### src/logic/mspe_defs.vh
// Constants for the misalignment syndrome and program exception unit
`ifndef MSPE_DEFS_VH
`define MSPE_DEFS_VH

// ****************************************************************
// Syndrome field placement and prefixes
// ****************************************************************
`define MSPE_SYN_LSB      10
`define MSPE_SYN_MSB      16
`define MSPE_PFX_BASE     3'h0
`define MSPE_PFX_UPD      3'h1
`define MSPE_PFX_STR      3'h2
`define MSPE_PFX_BREV     3'h4
`define MSPE_PFX_XCTL     3'h5
`define MSPE_PFX_IDX      3'h6
`define MSPE_PFX_IDXU     3'h7

// ****************************************************************
// Syndrome low four bits by access type
// ****************************************************************
`define MSPE_LO_LW        4'h0
`define MSPE_LO_SW        4'h2
`define MSPE_LO_LHZ       4'h4
`define MSPE_LO_LHA       4'h5
`define MSPE_LO_STH       4'h6
`define MSPE_LO_MULT      4'h7
`define MSPE_LO_LFS       4'h8
`define MSPE_LO_STFS      4'hA
`define MSPE_LO_LWA       4'hD
`define MSPE_LO_LWAX      4'h5
`define MSPE_LO_STRX_L    4'h8
`define MSPE_LO_STRI_L    4'h9
`define MSPE_LO_STRX_S    4'hA
`define MSPE_LO_STRI_S    4'hB
`define MSPE_LO_BRW_L     4'h8
`define MSPE_LO_BRW_S     4'hA
`define MSPE_LO_BRH_L     4'hC
`define MSPE_LO_BRH_S     4'hE
`define MSPE_LO_XCTL_IN   4'h4
`define MSPE_LO_XCTL_OUT  4'h6
`define MSPE_LO_BLKZERO   4'hF
`define MSPE_LO_FPIW      4'hF

// ****************************************************************
// Instruction fields and opcodes
// ****************************************************************
`define MSPE_OP_RSVD0     6'h00
`define MSPE_OP_EXT       6'h1F
`define MSPE_OP_DSLOAD    6'h3A
`define MSPE_DS_LWA       2'h2
`define MSPE_SPR0_BIT     15

// ****************************************************************
// Vectors and saved-status type bits
// ****************************************************************
`define MSPE_VEC_HI_BASE  32'hFFF00000
`define MSPE_VEC_PROG     32'h00000700
`define MSPE_VEC_ALIGN    32'h00000600
`define MSPE_SS_FP        20
`define MSPE_SS_ILL       19
`define MSPE_SS_PRIV      18
`define MSPE_SS_TRAP      17

`endif

### src/logic/mspe_sticky_flag.v
// Sticky flag with set priority over clear
`timescale 1ns/1ps
module mspe_sticky_flag (
    input  wire clk,
    input  wire rstn,
    input  wire set,
    input  wire clr,
    output wire flag
);
    reg flag_reg;

    // Set wins when both arrive together
    always @(posedge clk)
    begin
        if (!rstn)
            flag_reg <= 1'b0;
        else if (set)
            flag_reg <= 1'b1;
        else if (clr)
            flag_reg <= 1'b0;
    end

    assign flag = flag_reg;
endmodule

### src/logic/mspe_top.v
// Alignment syndrome encoder and program exception detector
`timescale 1ns/1ps
`include "mspe_defs.vh"
module mspe_top (
    input  wire        CLK,
    input  wire        RSTN,
    input  wire        EXEC_VALID,
    input  wire [31:0] INSTR,
    input  wire [31:0] EFF_ADDR,
    input  wire        HIGHER_PENDING,
    input  wire        MISALIGN,
    input  wire        LITTLE_ENDIAN,
    input  wire        DIRECT_STORE,
    input  wire        ILLEGAL_OPCODE,
    input  wire        INVALID_CLASS,
    input  wire        LSWX_OVERLAP,
    input  wire        SPR_UNDEFINED,
    input  wire        PRIV_INSTR,
    input  wire        FP_UNIMPL,
    input  wire        TRAP_INSTR,
    input  wire [4:0]  TRAP_COND,
    input  wire [31:0] OPERAND_A,
    input  wire [31:0] OPERAND_B,
    input  wire        FP_ENABLED_EXC,
    input  wire        FPSCR_WRITE,
    input  wire [4:0]  FPSCR_EXC_BITS,
    input  wire [4:0]  FPSCR_EN_BITS,
    input  wire        FPSCR_CLEAR_SUMMARY,
    input  wire        FP_EXC_MODE_BIT0,
    input  wire        FP_EXC_MODE_BIT1,
    input  wire        USER_MODE_BIT,
    input  wire        VECTOR_BASE_SELECT,
    input  wire        CFG_LE_MISALIGN_EXC,
    input  wire        CFG_ILL_INVALID_CLASS,
    input  wire        CFG_ILL_LSWX,
    input  wire        CFG_ILL_SPR_UNDEF,
    input  wire        CFG_SPR_PRIV_AS_ILL,
    input  wire        CFG_FP_ASSIST,
    output wire        ALIGN_EXC,
    output wire        PROG_EXC,
    output wire        FP_ASSIST_EXC,
    output wire        LE_MISALIGN_DONE,
    output wire [31:0] EXC_VECTOR,
    output wire [31:0] MISALIGN_SYNDROME,
    output wire [31:0] FAULT_ADDRESS,
    output wire [31:0] SAVED_STATUS,
    output wire        FP_ENABLED_SUMMARY
);

    // ****************************************************************
    // Declarations
    // ****************************************************************
    reg        align_exc_reg;
    reg        prog_exc_reg;
    reg        fp_assist_reg;
    reg        le_done_reg;
    reg [31:0] vector_reg;
    reg [31:0] misalign_syndrome_reg;
    reg [31:0] fault_address_reg;
    reg [31:0] saved_status_reg;
    reg [31:0] vector_next;
    reg [31:0] status_next;
    reg [2:0]  syn_pfx;
    reg [3:0]  syn_lo;
    reg        syn_valid;
    reg        syn_fp;
    wire [5:0] op;
    wire [9:0] xo;
    wire       spr_hi;
    wire       trap_hit;
    wire       fp_enabled_summary_flag;
    wire       fpscr_sets_summary;
    wire       cond_fp;
    wire       cond_ill;
    wire       cond_priv;
    wire       cond_trap;
    wire       spr_priv;
    wire       spr_ill;
    wire       fp_assist;
    wire       prog_any;
    wire       align_fault;
    wire       take_ok;
    wire [31:0] vec_base;

    assign op     = INSTR[31:26];
    assign xo     = INSTR[10:1];
    assign spr_hi = INSTR[`MSPE_SPR0_BIT];

    // ****************************************************************
    // Syndrome class encoder
    // ****************************************************************
    // Maps the executing instruction to prefix and low field
    always @*
    begin
        syn_pfx   = `MSPE_PFX_BASE;
        syn_lo    = `MSPE_LO_LW;
        syn_valid = 1'b0;
        syn_fp    = 1'b0;
        if (op == `MSPE_OP_RSVD0)
        begin
            syn_valid = 1'b1;
        end
        else if (op[5:4] == 2'h2 || op[5:3] == 3'h6)
        begin
            // Displacement forms, update selected by low opcode bit
            syn_pfx   = {2'h0, op[0]};
            syn_valid = 1'b1;
            case (op[4:1])
                4'h0: syn_lo = `MSPE_LO_LW;
                4'h2: syn_lo = `MSPE_LO_SW;
                4'h4: syn_lo = `MSPE_LO_LHZ;
                4'h5: syn_lo = `MSPE_LO_LHA;
                4'h6: syn_lo = `MSPE_LO_STH;
                4'h7: syn_lo = `MSPE_LO_MULT;
                4'h8:
                begin
                    syn_lo = `MSPE_LO_LFS;
                    syn_fp = 1'b1;
                end
                4'hA:
                begin
                    syn_lo = `MSPE_LO_STFS;
                    syn_fp = 1'b1;
                end
                default: syn_valid = 1'b0;
            endcase
        end
        else if (op == `MSPE_OP_DSLOAD && INSTR[1:0] == `MSPE_DS_LWA)
        begin
            syn_lo    = `MSPE_LO_LWA;
            syn_valid = 1'b1;
        end
        else if (op == `MSPE_OP_EXT)
        begin
            syn_valid = 1'b1;
            case (xo)
                10'h014: syn_lo = `MSPE_LO_LW;
                10'h017: {syn_pfx, syn_lo} = {`MSPE_PFX_IDX, `MSPE_LO_LW};
                10'h037: {syn_pfx, syn_lo} = {`MSPE_PFX_IDXU, `MSPE_LO_LW};
                10'h097: {syn_pfx, syn_lo} = {`MSPE_PFX_IDX, `MSPE_LO_SW};
                10'h0B7: {syn_pfx, syn_lo} = {`MSPE_PFX_IDXU, `MSPE_LO_SW};
                10'h117: {syn_pfx, syn_lo} = {`MSPE_PFX_IDX, `MSPE_LO_LHZ};
                10'h137: {syn_pfx, syn_lo} = {`MSPE_PFX_IDXU, `MSPE_LO_LHZ};
                10'h157: {syn_pfx, syn_lo} = {`MSPE_PFX_IDX, `MSPE_LO_LHA};
                10'h177: {syn_pfx, syn_lo} = {`MSPE_PFX_IDXU, `MSPE_LO_LHA};
                10'h197: {syn_pfx, syn_lo} = {`MSPE_PFX_IDX, `MSPE_LO_STH};
                10'h1B7: {syn_pfx, syn_lo} = {`MSPE_PFX_IDXU, `MSPE_LO_STH};
                10'h155: {syn_pfx, syn_lo} = {`MSPE_PFX_STR, `MSPE_LO_LWAX};
                10'h215: {syn_pfx, syn_lo} = {`MSPE_PFX_STR, `MSPE_LO_STRX_L};
                10'h255: {syn_pfx, syn_lo} = {`MSPE_PFX_STR, `MSPE_LO_STRI_L};
                10'h295: {syn_pfx, syn_lo} = {`MSPE_PFX_STR, `MSPE_LO_STRX_S};
                10'h2D5: {syn_pfx, syn_lo} = {`MSPE_PFX_STR, `MSPE_LO_STRI_S};
                10'h096: {syn_pfx, syn_lo} = {`MSPE_PFX_BREV, `MSPE_LO_SW};
                10'h216: {syn_pfx, syn_lo} = {`MSPE_PFX_BREV, `MSPE_LO_BRW_L};
                10'h296: {syn_pfx, syn_lo} = {`MSPE_PFX_BREV, `MSPE_LO_BRW_S};
                10'h316: {syn_pfx, syn_lo} = {`MSPE_PFX_BREV, `MSPE_LO_BRH_L};
                10'h396: {syn_pfx, syn_lo} = {`MSPE_PFX_BREV, `MSPE_LO_BRH_S};
                10'h136: {syn_pfx, syn_lo} = {`MSPE_PFX_XCTL, `MSPE_LO_XCTL_IN};
                10'h1B6: {syn_pfx, syn_lo} = {`MSPE_PFX_XCTL, `MSPE_LO_XCTL_OUT};
                10'h3F6: {syn_pfx, syn_lo} = {`MSPE_PFX_XCTL, `MSPE_LO_BLKZERO};
                10'h217:
                begin
                    {syn_pfx, syn_lo} = {`MSPE_PFX_IDX, `MSPE_LO_LFS};
                    syn_fp = 1'b1;
                end
                10'h237:
                begin
                    {syn_pfx, syn_lo} = {`MSPE_PFX_IDXU, `MSPE_LO_LFS};
                    syn_fp = 1'b1;
                end
                10'h297:
                begin
                    {syn_pfx, syn_lo} = {`MSPE_PFX_IDX, `MSPE_LO_STFS};
                    syn_fp = 1'b1;
                end
                10'h2B7:
                begin
                    {syn_pfx, syn_lo} = {`MSPE_PFX_IDXU, `MSPE_LO_STFS};
                    syn_fp = 1'b1;
                end
                10'h3D7:
                begin
                    {syn_pfx, syn_lo} = {`MSPE_PFX_IDX, `MSPE_LO_FPIW};
                    syn_fp = 1'b1;
                end
                default: syn_valid = 1'b0;
            endcase
        end
    end

    // ****************************************************************
    // Floating-point summary flag and trap compare
    // ****************************************************************
    // Status write sets summary when an enabled exception bit is set
    assign fpscr_sets_summary = FPSCR_WRITE & (|(FPSCR_EXC_BITS & FPSCR_EN_BITS));

    mspe_sticky_flag u_fp_summary (
        .clk  (CLK),
        .rstn (RSTN),
        .set  (FP_ENABLED_EXC | fpscr_sets_summary),
        .clr  (FPSCR_CLEAR_SUMMARY),
        .flag (fp_enabled_summary_flag)
    );

    mspe_trap_cmp u_trap (
        .cond (TRAP_COND),
        .a    (OPERAND_A),
        .b    (OPERAND_B),
        .hit  (trap_hit)
    );

    // ****************************************************************
    // Program exception conditions
    // ****************************************************************
    // Enabled float exception needs summary and a mode bit
    assign cond_fp   = fp_enabled_summary_flag & (FP_EXC_MODE_BIT0 | FP_EXC_MODE_BIT1);

    // Undefined SPR number split by user mode and high bit
    assign spr_priv  = SPR_UNDEFINED & USER_MODE_BIT & spr_hi & ~CFG_SPR_PRIV_AS_ILL;
    assign spr_ill   = SPR_UNDEFINED & ((USER_MODE_BIT & spr_hi & CFG_SPR_PRIV_AS_ILL)
                     | (~(USER_MODE_BIT & spr_hi) & CFG_ILL_SPR_UNDEF));

    // Unimplemented float op goes to assist when enabled
    assign fp_assist = FP_UNIMPL & CFG_FP_ASSIST;

    // Illegal opcode plus the optional illegal cases
    assign cond_ill  = ILLEGAL_OPCODE | (FP_UNIMPL & ~CFG_FP_ASSIST)
                     | (INVALID_CLASS & CFG_ILL_INVALID_CLASS)
                     | (LSWX_OVERLAP & CFG_ILL_LSWX) | spr_ill;

    assign cond_priv = (PRIV_INSTR & USER_MODE_BIT) | spr_priv;
    assign cond_trap = TRAP_INSTR & trap_hit;
    assign prog_any  = cond_fp | cond_ill | cond_priv | cond_trap;

    // Only when nothing of higher priority is pending
    assign take_ok   = EXEC_VALID & ~HIGHER_PENDING;

    // ****************************************************************
    // Alignment fault qualification
    // ****************************************************************
    // Little-endian misalignment traps only when configured
    assign align_fault = syn_valid & ((MISALIGN & (~LITTLE_ENDIAN | CFG_LE_MISALIGN_EXC))
                       | (DIRECT_STORE & syn_fp));

    // Vector base chosen by the base select bit
    assign vec_base = VECTOR_BASE_SELECT ? `MSPE_VEC_HI_BASE : 32'h00000000;

    // ****************************************************************
    // Saved status and vector selection
    // ****************************************************************
    // One type bit only, float first then illegal, privileged, trap
    always @*
    begin
        status_next = 32'h00000000;
        vector_next = vec_base | `MSPE_VEC_ALIGN;
        if (prog_any)
        begin
            vector_next = vec_base | `MSPE_VEC_PROG;
            if (cond_fp)
                status_next[`MSPE_SS_FP] = 1'b1;
            else if (cond_ill)
                status_next[`MSPE_SS_ILL] = 1'b1;
            else if (cond_priv)
                status_next[`MSPE_SS_PRIV] = 1'b1;
            else
                status_next[`MSPE_SS_TRAP] = 1'b1;
        end
    end

    // ****************************************************************
    // Exception capture registers
    // ****************************************************************
    // Program first, then assist, then alignment
    always @(posedge CLK)
    begin
        if (!RSTN)
        begin
            align_exc_reg         <= 1'b0;
            prog_exc_reg          <= 1'b0;
            fp_assist_reg         <= 1'b0;
            le_done_reg           <= 1'b0;
            vector_reg            <= 32'h00000000;
            misalign_syndrome_reg <= 32'h00000000;
            fault_address_reg     <= 32'h00000000;
            saved_status_reg      <= 32'h00000000;
        end
        else
        begin
            align_exc_reg <= 1'b0;
            prog_exc_reg  <= 1'b0;
            fp_assist_reg <= 1'b0;
            le_done_reg   <= 1'b0;
            if (take_ok && prog_any)
            begin
                prog_exc_reg     <= 1'b1;
                vector_reg       <= vector_next;
                saved_status_reg <= status_next;
            end
            else if (take_ok && fp_assist)
            begin
                fp_assist_reg <= 1'b1;
            end
            else if (take_ok && align_fault)
            begin
                align_exc_reg     <= 1'b1;
                vector_reg        <= vector_next;
                fault_address_reg <= EFF_ADDR;
                misalign_syndrome_reg <= 32'h00000000;
                misalign_syndrome_reg[`MSPE_SYN_MSB:`MSPE_SYN_LSB] <= {syn_pfx, syn_lo};
            end
            else if (take_ok && MISALIGN && LITTLE_ENDIAN)
            begin
                le_done_reg <= 1'b1;
            end
        end
    end

    // ****************************************************************
    // Outputs
    // ****************************************************************
    assign ALIGN_EXC          = align_exc_reg;
    assign PROG_EXC           = prog_exc_reg;
    assign FP_ASSIST_EXC      = fp_assist_reg;
    assign LE_MISALIGN_DONE   = le_done_reg;
    assign EXC_VECTOR         = vector_reg;
    assign MISALIGN_SYNDROME  = misalign_syndrome_reg;
    assign FAULT_ADDRESS      = fault_address_reg;
    assign SAVED_STATUS       = saved_status_reg;
    assign FP_ENABLED_SUMMARY = fp_enabled_summary_flag;
endmodule

### src/logic/mspe_trap_cmp.v
// Trap condition evaluation for two operands
`timescale 1ns/1ps
module mspe_trap_cmp (
    input  wire [4:0]  cond,
    input  wire [31:0] a,
    input  wire [31:0] b,
    output wire        hit
);
    wire lt_s;
    wire gt_s;
    wire eq;
    wire lt_u;
    wire gt_u;

    // Signed, equal and unsigned compares
    assign lt_s = $signed(a) < $signed(b);
    assign gt_s = $signed(a) > $signed(b);
    assign eq   = a == b;
    assign lt_u = a < b;
    assign gt_u = a > b;

    // Any selected condition that holds is a hit
    assign hit = (cond[4] & lt_s) | (cond[3] & gt_s) | (cond[2] & eq)
               | (cond[1] & lt_u) | (cond[0] & gt_u);
endmodule

### config.mk
export PLATFORM = sky130hd
export DESIGN_NAME = mspe_top
export DESIGN_NICKNAME = d
export VERILOG_FILES = /design/src/logic/mspe_sticky_flag.v /design/src/logic/mspe_top.v /design/src/logic/mspe_trap_cmp.v
export VERILOG_INCLUDE_DIRS = /design/src /design/src/logic
export SDC_FILE = /design/constraint.sdc
export NUM_CORES = 1
export LEC_CHECK = 0
export BUFFER_PORTS_ARGS = -buffer_cell sky130_fd_sc_hd__buf_2
export CORE_AREA = 2 2 119 121
export DETAILED_ROUTE_END_ITERATION = 12
export DIE_AREA = 0 0 121 123
export MAX_ROUTING_LAYER = met4
export PLACE_DENSITY = 0.76
export SKIP_LAST_GASP = 1
export SYNTH_ARGS = -nofsm -noshare
export SYNTH_HDL_FRONTEND = slang
export SYNTH_HIERARCHICAL = 1
export SYNTH_SLANG_ARGS = --single-unit
### constraint.sdc
create_clock -name CLK -period 7.18 [get_ports CLK]
set_clock_uncertainty 0.05 [all_clocks]
set_input_delay 1.077 -clock CLK [delete_from_list [all_inputs] [get_ports CLK]]
set_output_delay 1.077 -clock CLK [all_outputs]
set_load 0.02 [all_outputs]
Yosys cells after proc, flatten, opt, wreduce, memory -nomap -nowiden
Cells that the tools add are included.
{"block": "word_totals", "register_bits": 80, "in_bits": 170, "output_inout_bits": 133, "wordCells": 180}
{"block": "op_classes", "order_cmp": 4, "n_eq_ne": 43, "mux": 41, "bitwise_logic": 50, "reduce_logical": 33}
{"cell": "$eq A10 B10 Y1 const B", "count": 14}
{"cell": "$mux W32", "count": 4}
{"cell": "$eq A10 B9 Y1 const B", "count": 9}
{"cell": "$gt A32 B32 Y1", "count": 2}
{"cell": "$lt A32 B32 Y1", "count": 2}
{"cell": "$pmux W4 S11", "count": 1}
{"cell": "$eq A32 B32 Y1", "count": 1}
{"cell": "$eq A10 B8 Y1 const B", "count": 3}
{"cell": "$reduce_or A29 Y1", "count": 1}
{"cell": "$pmux W4 S7", "count": 1}
{"cell": "$and A1 B1 Y1", "count": 24}
{"cell": "$mux W1", "count": 22}
{"cell": "$eq A10 B5 Y1 const B", "count": 2}
{"cell": "$mux W4", "count": 5}
{"cell": "$reduce_or A5 Y1", "count": 4}
{"cell": "$reduce_or A3 Y1", "count": 6}
{"cell": "$or A1 B1 Y1", "count": 17}
{"cell": "$eq A4 B3 Y1 const B", "count": 4}
{"cell": "$reduce_or A8 Y1", "count": 2}
{"cell": "$mux W3", "count": 5}
{"cell": "$pmux W3 S5", "count": 1}
{"cell": "$reduce_or A4 Y1", "count": 3}
{"cell": "$eq A10 B6 Y1 const B", "count": 1}
{"cell": "$mux W9", "count": 1}
{"cell": "other kinds (19)", "count": 36}

Depth between registers and ports, before layout
Gate-level depths: netlist (run 1).
{"block": "logic_depth", "word_depth": 14, "mapped_depth": 14, "ltp_nobuf": 12}

Modules after synthesis
The synthesis (run 1) kept the hierarchy.
{"mod": "mspe_top", "instances": 1, "cells_per_inst": 448, "area_per_inst_um2": 3729.8, "seq_area_each_um2": 1001.0}
{"mod": "mspe_trap_cmp", "instances": 1, "cells_per_inst": 122, "area_per_inst_um2": 897.1, "seq_area_each_um2": 0.0}
{"mod": "mspe_sticky_flag", "instances": 1, "cells_per_inst": 3, "area_per_inst_um2": 41.3, "seq_area_each_um2": 20.0}

Least setup slack after synthesis (run 1)
No wires, ideal clock.
{"block": "synth_timing", "path_kind": "input -> register", "startpoint": "in OPERAND_B[14]", "endpoint": "reg fault_address_reg[0], in the netlist FAULT_ADDRESS[0]", "setup_ns": 0.070, "arrival_ns": 3.841, "t_required_ns": 7.060, "path_slack_ns": 3.219, "cell_stages": 13, "path_buffers": 2, "cell_sequence": "inv_1 > ha_1 > a21oi_1 > nand2_1 > a221o_1 > a2111oi_2 > mux2_4 > nand2_1 > a41oi_1 > clkbuf_1 > clkbuf_1 > o31ai_2 > a21oi_1"}
{"block": "synth_between", "elab_chain_cells": 11, "elab_cells_between_ends": 19, "cone_classes": "order compare (4); eq/ne (1); bitwise (12); reduce/logical (2)"}
{"element": "from (decl)", "line": "mspe_top.v:23", "rtl": "input wire [31:0] OPERAND_B,"}
{"element": "$lt A32 B32 Y1 / $gt A32 B32 Y1 (equally long branches)", "line": "mspe_trap_cmp.v:16, mspe_trap_cmp.v:17"}
{"element": "$and A1 B1 Y1", "line": "mspe_trap_cmp.v:23", "rtl": "assign hit = (cond[4] & lt_s) | (cond[3] & gt_s) | (cond[2] & eq)"}
{"element": "$or A1 B1 Y1 (2 in a row)", "line": "mspe_trap_cmp.v:23"}
{"element": "$or A1 B1 Y1", "line": "mspe_trap_cmp.v:24", "rtl": "| (cond[1] & lt_u) | (cond[0] & gt_u);"}
{"element": "$or A1 B1 Y1 (*)", "line": "mspe_trap_cmp.v:24"}
{"element": "named net trap_hit", "line": "mspe_top.v:70", "rtl": "wire trap_hit;"}
{"element": "$and A1 B1 Y1 (*)", "line": "mspe_top.v:232", "rtl": "assign cond_trap = TRAP_INSTR & trap_hit;"}
{"element": "$or A1 B1 Y1 (*)", "line": "mspe_top.v:233", "rtl": "assign prog_any = cond_fp | cond_ill | cond_priv | cond_trap;"}
{"element": "$logic_and A1 B1 Y1 (*)", "line": "mspe_top.v:293", "rtl": "if (take_ok && prog_any)"}
{"element": "$not A1 Y1 (no line) (*)"}
{"element": "$reduce_and A3 Y1 (no line) (*)"}
{"element": "to (signal assigned)", "line": "mspe_top.v:284", "rtl": "fault_address_reg <= 32'h00000000;"}
{"element": "to (signal assigned)", "line": "mspe_top.v:307", "rtl": "fault_address_reg <= EFF_ADDR;"}
{"element": "to (decl)", "line": "mspe_top.v:59", "rtl": "reg [31:0] fault_address_reg;"}
Mark *: on every way through the listed nets, which the timed path passes. The rest lies on a longest branch.
A chain may end at the register's enable or synchronous reset.

Worst setup path in the final report (run 1)
{"block": "layout_timing", "startpoint": "in OPERAND_A[5]", "endpoint": "reg fault_address_reg[6], in the netlist FAULT_ADDRESS[6]"}
{"block": "layout_between", "elab_chain_cells": 11, "elab_cells_between_ends": 19, "cone_classes": "order compare (4); eq/ne (1); bitwise (12); reduce/logical (2)"}
{"element": "from (decl)", "line": "mspe_top.v:22", "rtl": "input wire [31:0] OPERAND_A,"}
{"element": "$lt A32 B32 Y1 / $gt A32 B32 Y1 (equally long branches)", "line": "mspe_trap_cmp.v:16, mspe_trap_cmp.v:17"}
{"element": "$and A1 B1 Y1", "line": "mspe_trap_cmp.v:23"}
{"element": "$or A1 B1 Y1 (2 in a row)", "line": "mspe_trap_cmp.v:23"}
{"element": "$or A1 B1 Y1", "line": "mspe_trap_cmp.v:24"}
{"element": "$or A1 B1 Y1 (*)", "line": "mspe_trap_cmp.v:24"}
{"element": "named net trap_hit", "line": "mspe_top.v:70"}
{"element": "$and A1 B1 Y1 (*)", "line": "mspe_top.v:232"}
{"element": "$or A1 B1 Y1 (*)", "line": "mspe_top.v:233"}
{"element": "$logic_and A1 B1 Y1 (*)", "line": "mspe_top.v:293"}
{"element": "$not A1 Y1 (no line) (*)"}
{"element": "$reduce_and A3 Y1 (no line) (*)"}
Marks and branches as above.

==> results.json, run 1 <==
{
  "fillers": 1403,
  "core-area_mm2": 0.0136,
  "die_h_um": 123,
  "die-width_um": 121,
  "synth_xor_area_frac": 0.00750,
  "area_delta_synth_final_pct": 20.9,
  "yosysSeqAreaShare": 0.219,
  "worstSetupEndpointType": "flop",
  "maxCapViolations": 0,
  "min_path_type": "flop to flop",
  "crit_path_top_delay_cell": "a41o_1",
  "p_leak_nw": 2.69,
  "grt_max_degree": 46,
  "async_flop_share": 0,
  "yosysTopAreaCellShare": 0.219,
  "fmax_mhz": 232,
  "cts_tree": "built",
  "ys.flop_type": "dfxtp_1",
  "avgViaCountPerCell": 5.06,
  "root_buffer": "clkbuf_16",
  "place_area_mm2": 0.00549,
  "path_common_cell": "a21oi_1",
  "seq_area_mm2": 0.00102,
  "ys_top_cells_by_count": "buf_4, a21oi_1, dfxtp_1",
  "ioPinCount": 303,
  "r2r_start": "u_fp_summary/flag$_SDFFE_PN0P_",
  "crit_family": "compound AO/OA/AOI/OAI gates",
  "cts_max_path_buffers": 2,
  "hold_start": "SAVED_STATUS[18]$_SDFFE_PN0P_",
  "tightestPinTransition_ps": 1050,
  "setup_viol": 0,
  "synth_top_area_cell": "dfxtp_1",
  "drive_above_1_share": 0.371,
  "yosysWarnings": 6,
  "holdWs_ps": 405,
  "path_depth": 13,
  "synth_area_leaders": "dfxtp_1, buf_4, ha_1",
  "critPathKind": "input port to flop",
  "min_period_ps": 4310,
  "num_vias": 4700,
  "muxShareOfSynthArea": 0.00777,
  "post-route-cell-area_mm2": 0.00565,
  "cts_resized": 0,
  "power_density_mw_per_mm2": 136,
  "place.port_buffers": 218,
  "yosys.area_share.adder": 0.0858,
  "cts_max_level": 2,
  "synth_top_family_by_area": "compound AO/OA/AOI/OAI gates",
  "clkTransAtPathRegs_ps": 70,
  "cts_hold_buf": 0,
  "start_util": 0.343,
  "grt_pass1_wl_um": 20200,
  "finalSetupTns_ps": 0,
  "vdd_ir_drop_max_mv": 0.0989,
  "syn_area_per_cell_um2": 8.15,
  "drc": 0,
  "worst_hold_path.num_cells": 2,
  "hold_viol_final": 0,
  "drtAntennaViolNets": 0,
  "nNetsFinal": 950,
  "yosysUniqueCellTypes": 74,
  "required_ps": 7340,
  "fin_crit_sh": 0.601,
  "overflow": 0,
  "antenna_cells": 0,
  "cts_setup_buffers": 0,
  "synth-edff-count": 0,
  "synth-simple-area-share": 0.211,
  "wl_per_cell_um": 14.2,
  "status": "finished, final reports clean",
  "numCtsBuffers": 5,
  "cp-start-kind": "input port",
  "final_max_slew_viol_count": 0,
  "relSlewSlack": 0.302,
  "path_buf_inv": 2,
  "synthCells": 573,
  "path_cells": "buf_2, ha_1, a21oi_1, o21ai_1, a221oi_1, nor3b_2, a2111oi_2, mux2_4, nand2_1, a41o_1, buf_4, nand4_1, a21oi_1",
  "grt_pass1_vias": 4045,
  "antenna_found_initial": 0,
  "crit_path_max_fanout": 26,
  "gp_congestion": 0.917,
  "syn_area_mm2": 0.00467,
  "rows": 43,
  "met2_usage": 0.307,
  "yosysMostFrequentCell": "buf_4",
  "crit_start": "OPERAND_A[5]",
  "first_pass_iters": 4,
  "top_usage_layer": "met2",
  "synth_seq_cells": 51,
  "use_met1": 0.208,
  "die_area_mm2": 0.0149,
  "dp_hpwl_um": 10100,
  "critPathMaxStageDelay_ps": 710,
  "clock_latency_ps": 280,
  "multiInputGateArea_mm2": 0.00297,
  "grt_usage": 0.171,
  "wirelength_um": 13200,
  "reg2reg_depth": 5,
  "gr-usage-met3": 0.0189,
  "cp.arrival_ps": 4470,
  "drt_iter0_markers": 403,
  "cts.sinks": 51,
  "rsz0062_at_grt": "false",
  "largest_reg_flops": 32,
  "synth-compound-area-share": 0.262,
  "totalPowerFinal_mw": 0.770
}
==> final cells by class <==
class | instances | area share
clock inverter | 2 | 0.00288
tap | 180 | 0.0399
inverter | 40 | 0.0266
timing repair buffer | 223 | 0.200
sequential | 51 | 0.181
clock buffer | 6 | 0.0246
multi-input combinational | 427 | 0.525
==> cells in the final DEF (no fill, tap or decap), types with 3 or more instances in the layout <==
cell and n:
a211oi_1 6, a21o_1 4, a21oi_1 60, a311oi_1 4, a31oi_1 5, a41o_1 3
and3b_1 3, and4b_1 4, buf_2 218, buf_4 5, clkbuf_16 5, conb_1 70
dfxtp_1 51, ha_1 32, inv_1 38, nand2_1 28, nand2b_1 7, nand3_1 10
nand4_1 46, nand4b_1 4, nor2_1 13, nor2b_1 9, nor3_1 8, nor3b_1 4
nor4_1 3, nor4b_1 3, o21ai_0 6, o21ai_1 6, o31ai_1 8, o31ai_2 28
or4_1 3, xnor2_1 3
==> per-layer routing <==
layer / up-vias / share of wire
met5: - / 0
met4: 0 / 0.011
met3: 8 / 0.068
met2: 211 / 0.51
met1: 2165 / 0.41
li1: 2316 / -
==> stage by stage <==
stage	util	instances	setup slack, ps
after CTS	0.415	929	2820
after floorplan	-	642	3220
after global placement	0.403	921	2520
after global routing	0.415	929	2510
final	0.415	929	2870
after detailed placement	0.403	921	2510
==> where the power goes <==
group          internal, mW  switching, mW
registers             0.287        0.00272
clock network         0.140          0.111
logic                0.0791          0.151
==> worst reg2reg max path, stage by stage (launching register included) <==
cell and delay (ps):
dfxtp_1 330, o21ai_1 370, a41o_1 810, buf_4 440, nand4_1 140, a21oi_1 170
==> path summary, 6_finish.rpt <==
kind                            slack [ps]                       endpoint
worst max-delay path                  2870  FAULT_ADDRESS[6]$_SDFFE_PN0P_
worst max register to register        4800  FAULT_ADDRESS[6]$_SDFFE_PN0P_
worst min-delay path                   400  SAVED_STATUS[18]$_SDFFE_PN0P_
worst min register to register         400  SAVED_STATUS[18]$_SDFFE_PN0P_
==> cells by family (layout without fill, tap and decap cells) <==
kind of cell,count (synthesis),in the layout
fa+ha+maj,32,32
mux,3,3
xor+xnor,4,4
flops,51,51
compound gates,157,157
other cells,1,70
simple gates,161,161
buf+inv,164,271
(Power assumes the default switching activity.)
==> inputs of run 2 (changes only) <==
--- a/config.mk
+++ b/config.mk
@@ -6,12 +6,13 @@
 export SDC_FILE = /design/constraint.sdc
 export NUM_CORES = 1
 export LEC_CHECK = 0
+export ABC_AREA = 1
 export BUFFER_PORTS_ARGS = -buffer_cell sky130_fd_sc_hd__buf_2
-export CORE_AREA = 2 2 119 121
+export CORE_AREA = 2 2 116 118
 export DETAILED_ROUTE_END_ITERATION = 12
-export DIE_AREA = 0 0 121 123
+export DIE_AREA = 0 0 118 120
 export MAX_ROUTING_LAYER = met4
-export PLACE_DENSITY = 0.76
+export PLACE_DENSITY = 0.79
 export SKIP_LAST_GASP = 1
 export SYNTH_ARGS = -nofsm -noshare
 export SYNTH_HDL_FRONTEND = slang
==> constraint.sdc (replaced) <==
create_clock -name CLK -period 4.17 [get_ports CLK]
set_clock_uncertainty 0.05 [all_clocks]
set_input_delay 0.6255 -clock CLK [delete_from_list [all_inputs] [get_ports CLK]]
set_output_delay 0.6255 -clock CLK [all_outputs]
set_load 0.02 [all_outputs]
==> results.json, run 2 <==
{
  "clockPowerShare": 0.331,
  "yosysSeqAreaShare": 0.222,
  "largest_reg_flops": 32,
  "path_cells": "buf_2, inv_1, nor2_1, nand3_1, nand2_2, nor2_1, nand2_1, nand2_1, nand2_1, nand3_2, a21oi_4, nand3_4, a21oi_1, nor2_1",
  "drive_above_1_share": 0.294,
  "critPathMaxStageDelay_ps": 520,
  "root_buffer": "clkbuf_16",
  "maxCapViolations": 0,
  "yosysUniqueCellTypes": 40,
  "cts_setup_buffers": 0,
  "cts_max_path_buffers": 2,
  "overflow": 0,
  "num_vias": 4840,
  "syn_area_mm2": 0.00460,
  "cts_hold_buf": 0,
  "drtAntennaViolNets": 0,
  "synth_seq_cells": 51,
  "grt_pass1_vias": 4398,
  "grt_max_degree": 45,
  "rr_endpoint": "MISALIGN_SYNDROME[15]$_SDFFE_PN0P_",
  "yosysMostFrequentCell": "nand2_1",
  "wl_per_cell_um": 11.9,
  "ioPinCount": 303,
  "ys_top_cells_by_count": "nand2_1, buf_4, inv_1",
  "p_leak_nw": 3.16,
  "cts_tree": "built",
  "setup_viol": 0,
  "nNetsFinal": 1083,
  "area_delta_synth_final_pct": 20.1,
  "gp_congestion": 0.929,
  "crit_path_top_delay_cell": "nor2_1",
  "synthCells": 688,
  "die-width_um": 118,
  "cp.arrival_ps": 3230,
  "place.port_buffers": 218,
  "cts_max_level": 2,
  "grt_usage": 0.176,
  "antenna_cells": 0,
  "cts.sinks": 51,
  "final_max_slew_viol_count": 0,
  "vdd_ir_drop_max_mv": 0.154,
  "crit_path_max_fanout": 44,
  "final_cell_mix": "buf_2, nand2_1, inv_1, conb_1, a21oi_1",
  "p_int_mw": 0.867,
  "min_period_ps": 3090,
  "power_switching_mw": 0.448,
  "critPathKind": "input port to flop",
  "die_h_um": 120,
  "fin_crit_sh": 0.742,
  "clkTransAtPathRegs_ps": 70,
  "min_path_type": "flop to flop",
  "swShare": 0.340,
  "syn_area_per_cell_um2": 6.68,
  "wirelength_um": 12600,
  "hold_start": "FAULT_ADDRESS[12]$_SDFFE_PN0P_",
  "numCtsBuffers": 5,
  "hold_viol_final": 0,
  "dp_hpwl_um": 10100,
  "die_area_mm2": 0.0142,
  "relSlewSlack": 0.539,
  "avgViaCountPerCell": 4.57,
  "cts_resized": 0,
  "synth_area_leaders": "dfxtp_1, buf_4, nand2_1",
  "grt_pass1_wl_um": 20200,
  "mostFrequentLayoutCell": "buf_2",
  "r2r_start": "u_fp_summary/flag$_SDFFE_PN0P_",
  "power.share.combinational": 0.285,
  "clock_latency_ps": 290,
  "yosysWarnings": 6,
  "async_flop_share": 0,
  "rrSetupSlack_ps": 1910,
  "synth-edff-count": 0,
  "synth_top_area_cell": "dfxtp_1",
  "rsz0062_at_grt": "false",
  "cp-start-kind": "input port",
  "finalSetupTns_ps": 0,
  "whs_endpoint": "FAULT_ADDRESS[12]$_SDFFE_PN0P_",
  "worstSetupEndpointType": "flop",
  "drc": 0,
  "p_seq_frac": 0.384,
  "antenna_found_initial": 0,
  "core-area_mm2": 0.0130,
  "status": "finished, final reports clean",
  "yosysTopAreaCellShare": 0.222,
  "reg2reg_depth": 8,
  "worst_hold_path.num_cells": 2,
  "power_density_mw_per_mm2": 238,
  "rows": 42,
  "ys.flop_type": "dfxtp_1",
  "tightestPinTransition_ps": 689,
  "start_util": 0.354,
  "drt_iter0_markers": 346,
  "fmax_mhz": 323,
  "first_pass_iters": 4,
  "totalPowerFinal_mw": 1.31,
  "required_ps": 4300
}
## run 2: cell types whose count changed after synthesis, sizes merged, moves of 10 or more
cell and delta:
nand2 +139, inv +44, nor2 +43, nand3 +39
o31ai -35, clkbuf -24, nor2b -10
## run 2: cell families (layout without fill, tap and decap cells)
group                    count (synthesis)  in the layout  share of synthesized area
flip-flops                              51             51                      0.222
buffers and inverters                  188            313                      0.248
AO/OA/AOI/OAI                           92             92                      0.117
adder cells (fa/ha/maj)                 32             32                     0.0871
other                                    1             70                   0.000816
AND/OR/NAND/NOR                        324            324                      0.326
## run 2: final cells by class
class                   count  area (um2)
clock buffers               6         139
clock inverters             2        16.3
fillers                  1374        7460
inverters                  84         315
multi-input cells         518        2700
flip-flops and latches     51        1020
well taps                 176         220
repair buffers            221        1110
## run 2: worst max path at each step
stage | start | slack [ps] | to
global placement | INSTR[10] | 790 | MISALIGN_SYNDROME[15]$_SDFFE_PN0P_
detailed placement | OPERAND_B[23] | 740 | MISALIGN_SYNDROME[15]$_SDFFE_PN0P_
floorplan | OPERAND_B[31] | 1420 | FAULT_ADDRESS[0]$_SDFFE_PN0P_
global route | INSTR[10] | 740 | MISALIGN_SYNDROME[16]$_SDFFE_PN0P_
CTS | OPERAND_B[23] | 1040 | MISALIGN_SYNDROME[15]$_SDFFE_PN0P_
finish | INSTR[10] | 1080 | MISALIGN_SYNDROME[15]$_SDFFE_PN0P_
## run 2: per-layer routing
layer | GRT usage | vias to the layer above | wire length [um]
li1 | - | 2485 | -
met1 | 0.209 | 2102 | 5320
met5 | - | - | 0
met4 | 0.0587 | 0 | 335
met3 | 0.0176 | 32 | 725
met2 | 0.312 | 221 | 6240
## run 2: power by group through the flow
stage | Combinational (mW) | Clock, mW | Sequential [mW]
2_1_floorplan | 0.300 | 0 | 0.529
3_3_place_gp | 0.369 | 0 | 0.516
3_5_place_dp | 0.373 | 0 | 0.517
4_1_cts | 0.374 | 0.445 | 0.505
5_1_grt | 0.419 | 0.459 | 0.507
6_report | 0.374 | 0.435 | 0.505
## run 2: critical path: cells and delay by family
| family | cells | cell delay (ps) |
|---|---|---|
| AND/OR/NAND/NOR | 10 | 1770 |
| AO/OA/AOI/OAI | 2 | 670 |
| buffers and inverters | 2 | 150 |
## run 2: stage by stage
stage          setup slack [ps]  cell area [um2]   util  hold slack [ps]  cells
5_1_grt                     736             5520  0.425              427   1058
2_1_floorplan              1420             4860      -              490    757
3_3_place_gp                789             5370  0.414              399   1050
3_5_place_dp                738             5370  0.414              402   1050
6_report                   1080             5520  0.425              411   1058
4_1_cts                    1040             5520  0.425              413   1058
==> inputs of run 3 (changes only) <==
--- a/config.mk
+++ b/config.mk
@@ -8,11 +8,11 @@
 export LEC_CHECK = 0
 export ABC_AREA = 1
 export BUFFER_PORTS_ARGS = -buffer_cell sky130_fd_sc_hd__buf_2
-export CORE_AREA = 2 2 116 118
+export CORE_AREA = 2 2 119 121
 export DETAILED_ROUTE_END_ITERATION = 12
-export DIE_AREA = 0 0 118 120
+export DIE_AREA = 0 0 121 123
 export MAX_ROUTING_LAYER = met4
-export PLACE_DENSITY = 0.79
+export PLACE_DENSITY = 0.78
 export SKIP_LAST_GASP = 1
 export SYNTH_ARGS = -nofsm -noshare
 export SYNTH_HDL_FRONTEND = slang
==> constraint.sdc (replaced) <==
create_clock -name CLK -period 2.74 [get_ports CLK]
set_clock_uncertainty 0.05 [all_clocks]
set_input_delay 0.411 -clock CLK [delete_from_list [all_inputs] [get_ports CLK]]
set_output_delay 0.411 -clock CLK [all_outputs]
set_load 0.02 [all_outputs]
==> results.json, run 3 (synthesis gave the netlist of run 2 again) <==
{
  "wl_per_cell_um": 12.0,
  "critPathKind": "input port to flop",
  "p_leak_nw": 3.27,
  "post-route-cell-area_mm2": 0.00572,
  "cts_tree": "built",
  "overflow": 0,
  "start_util": 0.338,
  "cts.sinks": 51,
  "min_period_ps": 2530,
  "drc": 0,
  "die_area_mm2": 0.0149,
  "nNetsFinal": 1098,
  "power.share.combinational": 0.287,
  "grt_pass1_vias": 4444,
  "cts_max_path_buffers": 2,
  "grt_usage": 0.168,
  "place_area_mm2": 0.00554,
  "vdd_ir_drop_max_mv": 0.223,
  "final_cell_mix": "buf_2, nand2_1, inv_1, conb_1, a21oi_1",
  "grt_pass1_wl_um": 19900,
  "power_density_mw_per_mm2": 361,
  "drive_above_1_share": 0.310,
  "rsz0062_at_grt": "true",
  "seq_area_mm2": 0.00102,
  "avgViaCountPerCell": 4.54,
  "antenna_cells": 0,
  "pre_cts_slack_ps": -137,
  "drt_iter0_markers": 255,
  "setup_viol": 0,
  "crit_path_max_fanout": 21,
  "required_ps": 2850,
  "min_path_type": "input port to flop",
  "status": "finished, final reports clean",
  "cp-start-kind": "input port",
  "place.port_buffers": 218,
  "p_int_mw": 1.40,
  "numCtsBuffers": 5,
  "finalSetupTns_ps": 0,
  "grt_max_degree": 37,
  "antenna_found_initial": 0,
  "maxCapViolations": 0,
  "num_vias": 4888,
  "first_pass_iters": 4,
  "power_switching_mw": 0.666,
  "worstSetupEndpointType": "flop",
  "cp.arrival_ps": 2640,
  "dp_hpwl_um": 10600,
  "fmax_mhz": 395,
  "root_buffer": "clkbuf_16",
  "fin_ws_ps": 206,
  "gp_congestion": 0.902,
  "swShare": 0.322,
  "wirelength_um": 12900,
  "clkTransAtPathRegs_ps": 70,
  "cts_max_level": 2,
  "hold_viol_final": 0,
  "clockPowerShare": 0.341,
  "core-area_mm2": 0.0136,
  "die_h_um": 123,
  "clock_latency_ps": 280,
  "mostFrequentLayoutCell": "buf_2",
  "cts_setup_buffers": 0,
  "fillers": 1410,
  "die-width_um": 121,
  "ioPinCount": 303,
  "multiInputGateArea_mm2": 0.00271,
  "largest_reg_flops": 32,
  "drtAntennaViolNets": 0,
  "rows": 43,
  "fin_crit_sh": 0.925,
  "area_delta_synth_final_pct": 24.4,
  "final_max_slew_viol_count": 0,
  "p_seq_frac": 0.372
}
run 3: cell type report:
type / count / area share
clock buffers: 5 / 0.0219
clock inverters: 3 / 0.00765
inverters: 84 / 0.0551
flip-flops and latches: 51 / 0.178
multi-input cells: 518 / 0.473
well taps: 180 / 0.0394
repair buffers: 236 / 0.224
run 3: critical path, stage by stage:
cell,delay (ps)
buf_2,80
inv_1,30
ha_1,290
nand2_1,100
nor2_2,150
nand4_1,170
nor2_4,130
nand2_2,90
nand2_1,90
nand2_1,50
nand3_1,60
nand3_1,70
nand2_1,90
nand2_2,90
nand2_4,70
o21a_2,200
nand3_4,140
buf_12,190
nand2_1,80
a21oi_2,60
run 3: timing repair:
| item | 4_1_cts | 5_1_grt |
|---|---|---|
| resized for setup | 0 | 6 |
| hold buffers | 0 | 0 |
| setup endpoints to repair | 0 | 39 |
| hold endpoints to repair | 0 | 0 |
run 3: final timing paths:
kind / startpoint / slack (ps) / cells past startpoint / endpoint
worst max-delay path: OPERAND_B[23] / 210 / 20 / FAULT_ADDRESS[11]$_SDFFE_PN0P_
worst min-delay path: VECTOR_BASE_SELECT / 300 / 3 / EXC_VECTOR[30]$_SDFFE_PN0P_
worst max register to register: u_fp_summary/flag$_SDFFE_PN0P_ / 840 / 9 / FAULT_ADDRESS[11]$_SDFFE_PN0P_
worst min register to register: FAULT_ADDRESS[28]$_SDFFE_PN0P_ / 410 / 2 / FAULT_ADDRESS[28]$_SDFFE_PN0P_
run 3: layer usage:
layer,global-route usage,share of wire,wire [um],vias to the layer above
li1,-,-,-,2510
met1,0.204,0.42,5420,2149
met2,0.297,0.51,6570,207
met3,0.0152,0.054,692,22
met4,0.0465,0.019,246,0
met5,-,0,0,-
run 3: power by group through the flow:
| stage | registers, mW | logic, mW | clock network (mW) |
|---|---|---|---|
| final | 0.769 | 0.593 | 0.706 |
| after global routing | 0.771 | 0.666 | 0.769 |
| after CTS | 0.769 | 0.589 | 0.736 |
| after detailed placement | 0.786 | 0.587 | 0 |
| after global placement | 0.786 | 0.582 | 0 |
| after floorplan | 0.805 | 0.457 | 0 |
run 3: metrics by stage:
stage	util	power (mW)	hold slack [ps]	std cells
after floorplan	-	1.26	483	757
after global placement	0.407	1.37	397	1069
after detailed placement	0.407	1.37	400	1069
after CTS	0.419	2.09	290	1077
after global routing	0.420	2.21	330	1077
final	0.420	2.07	300	1077
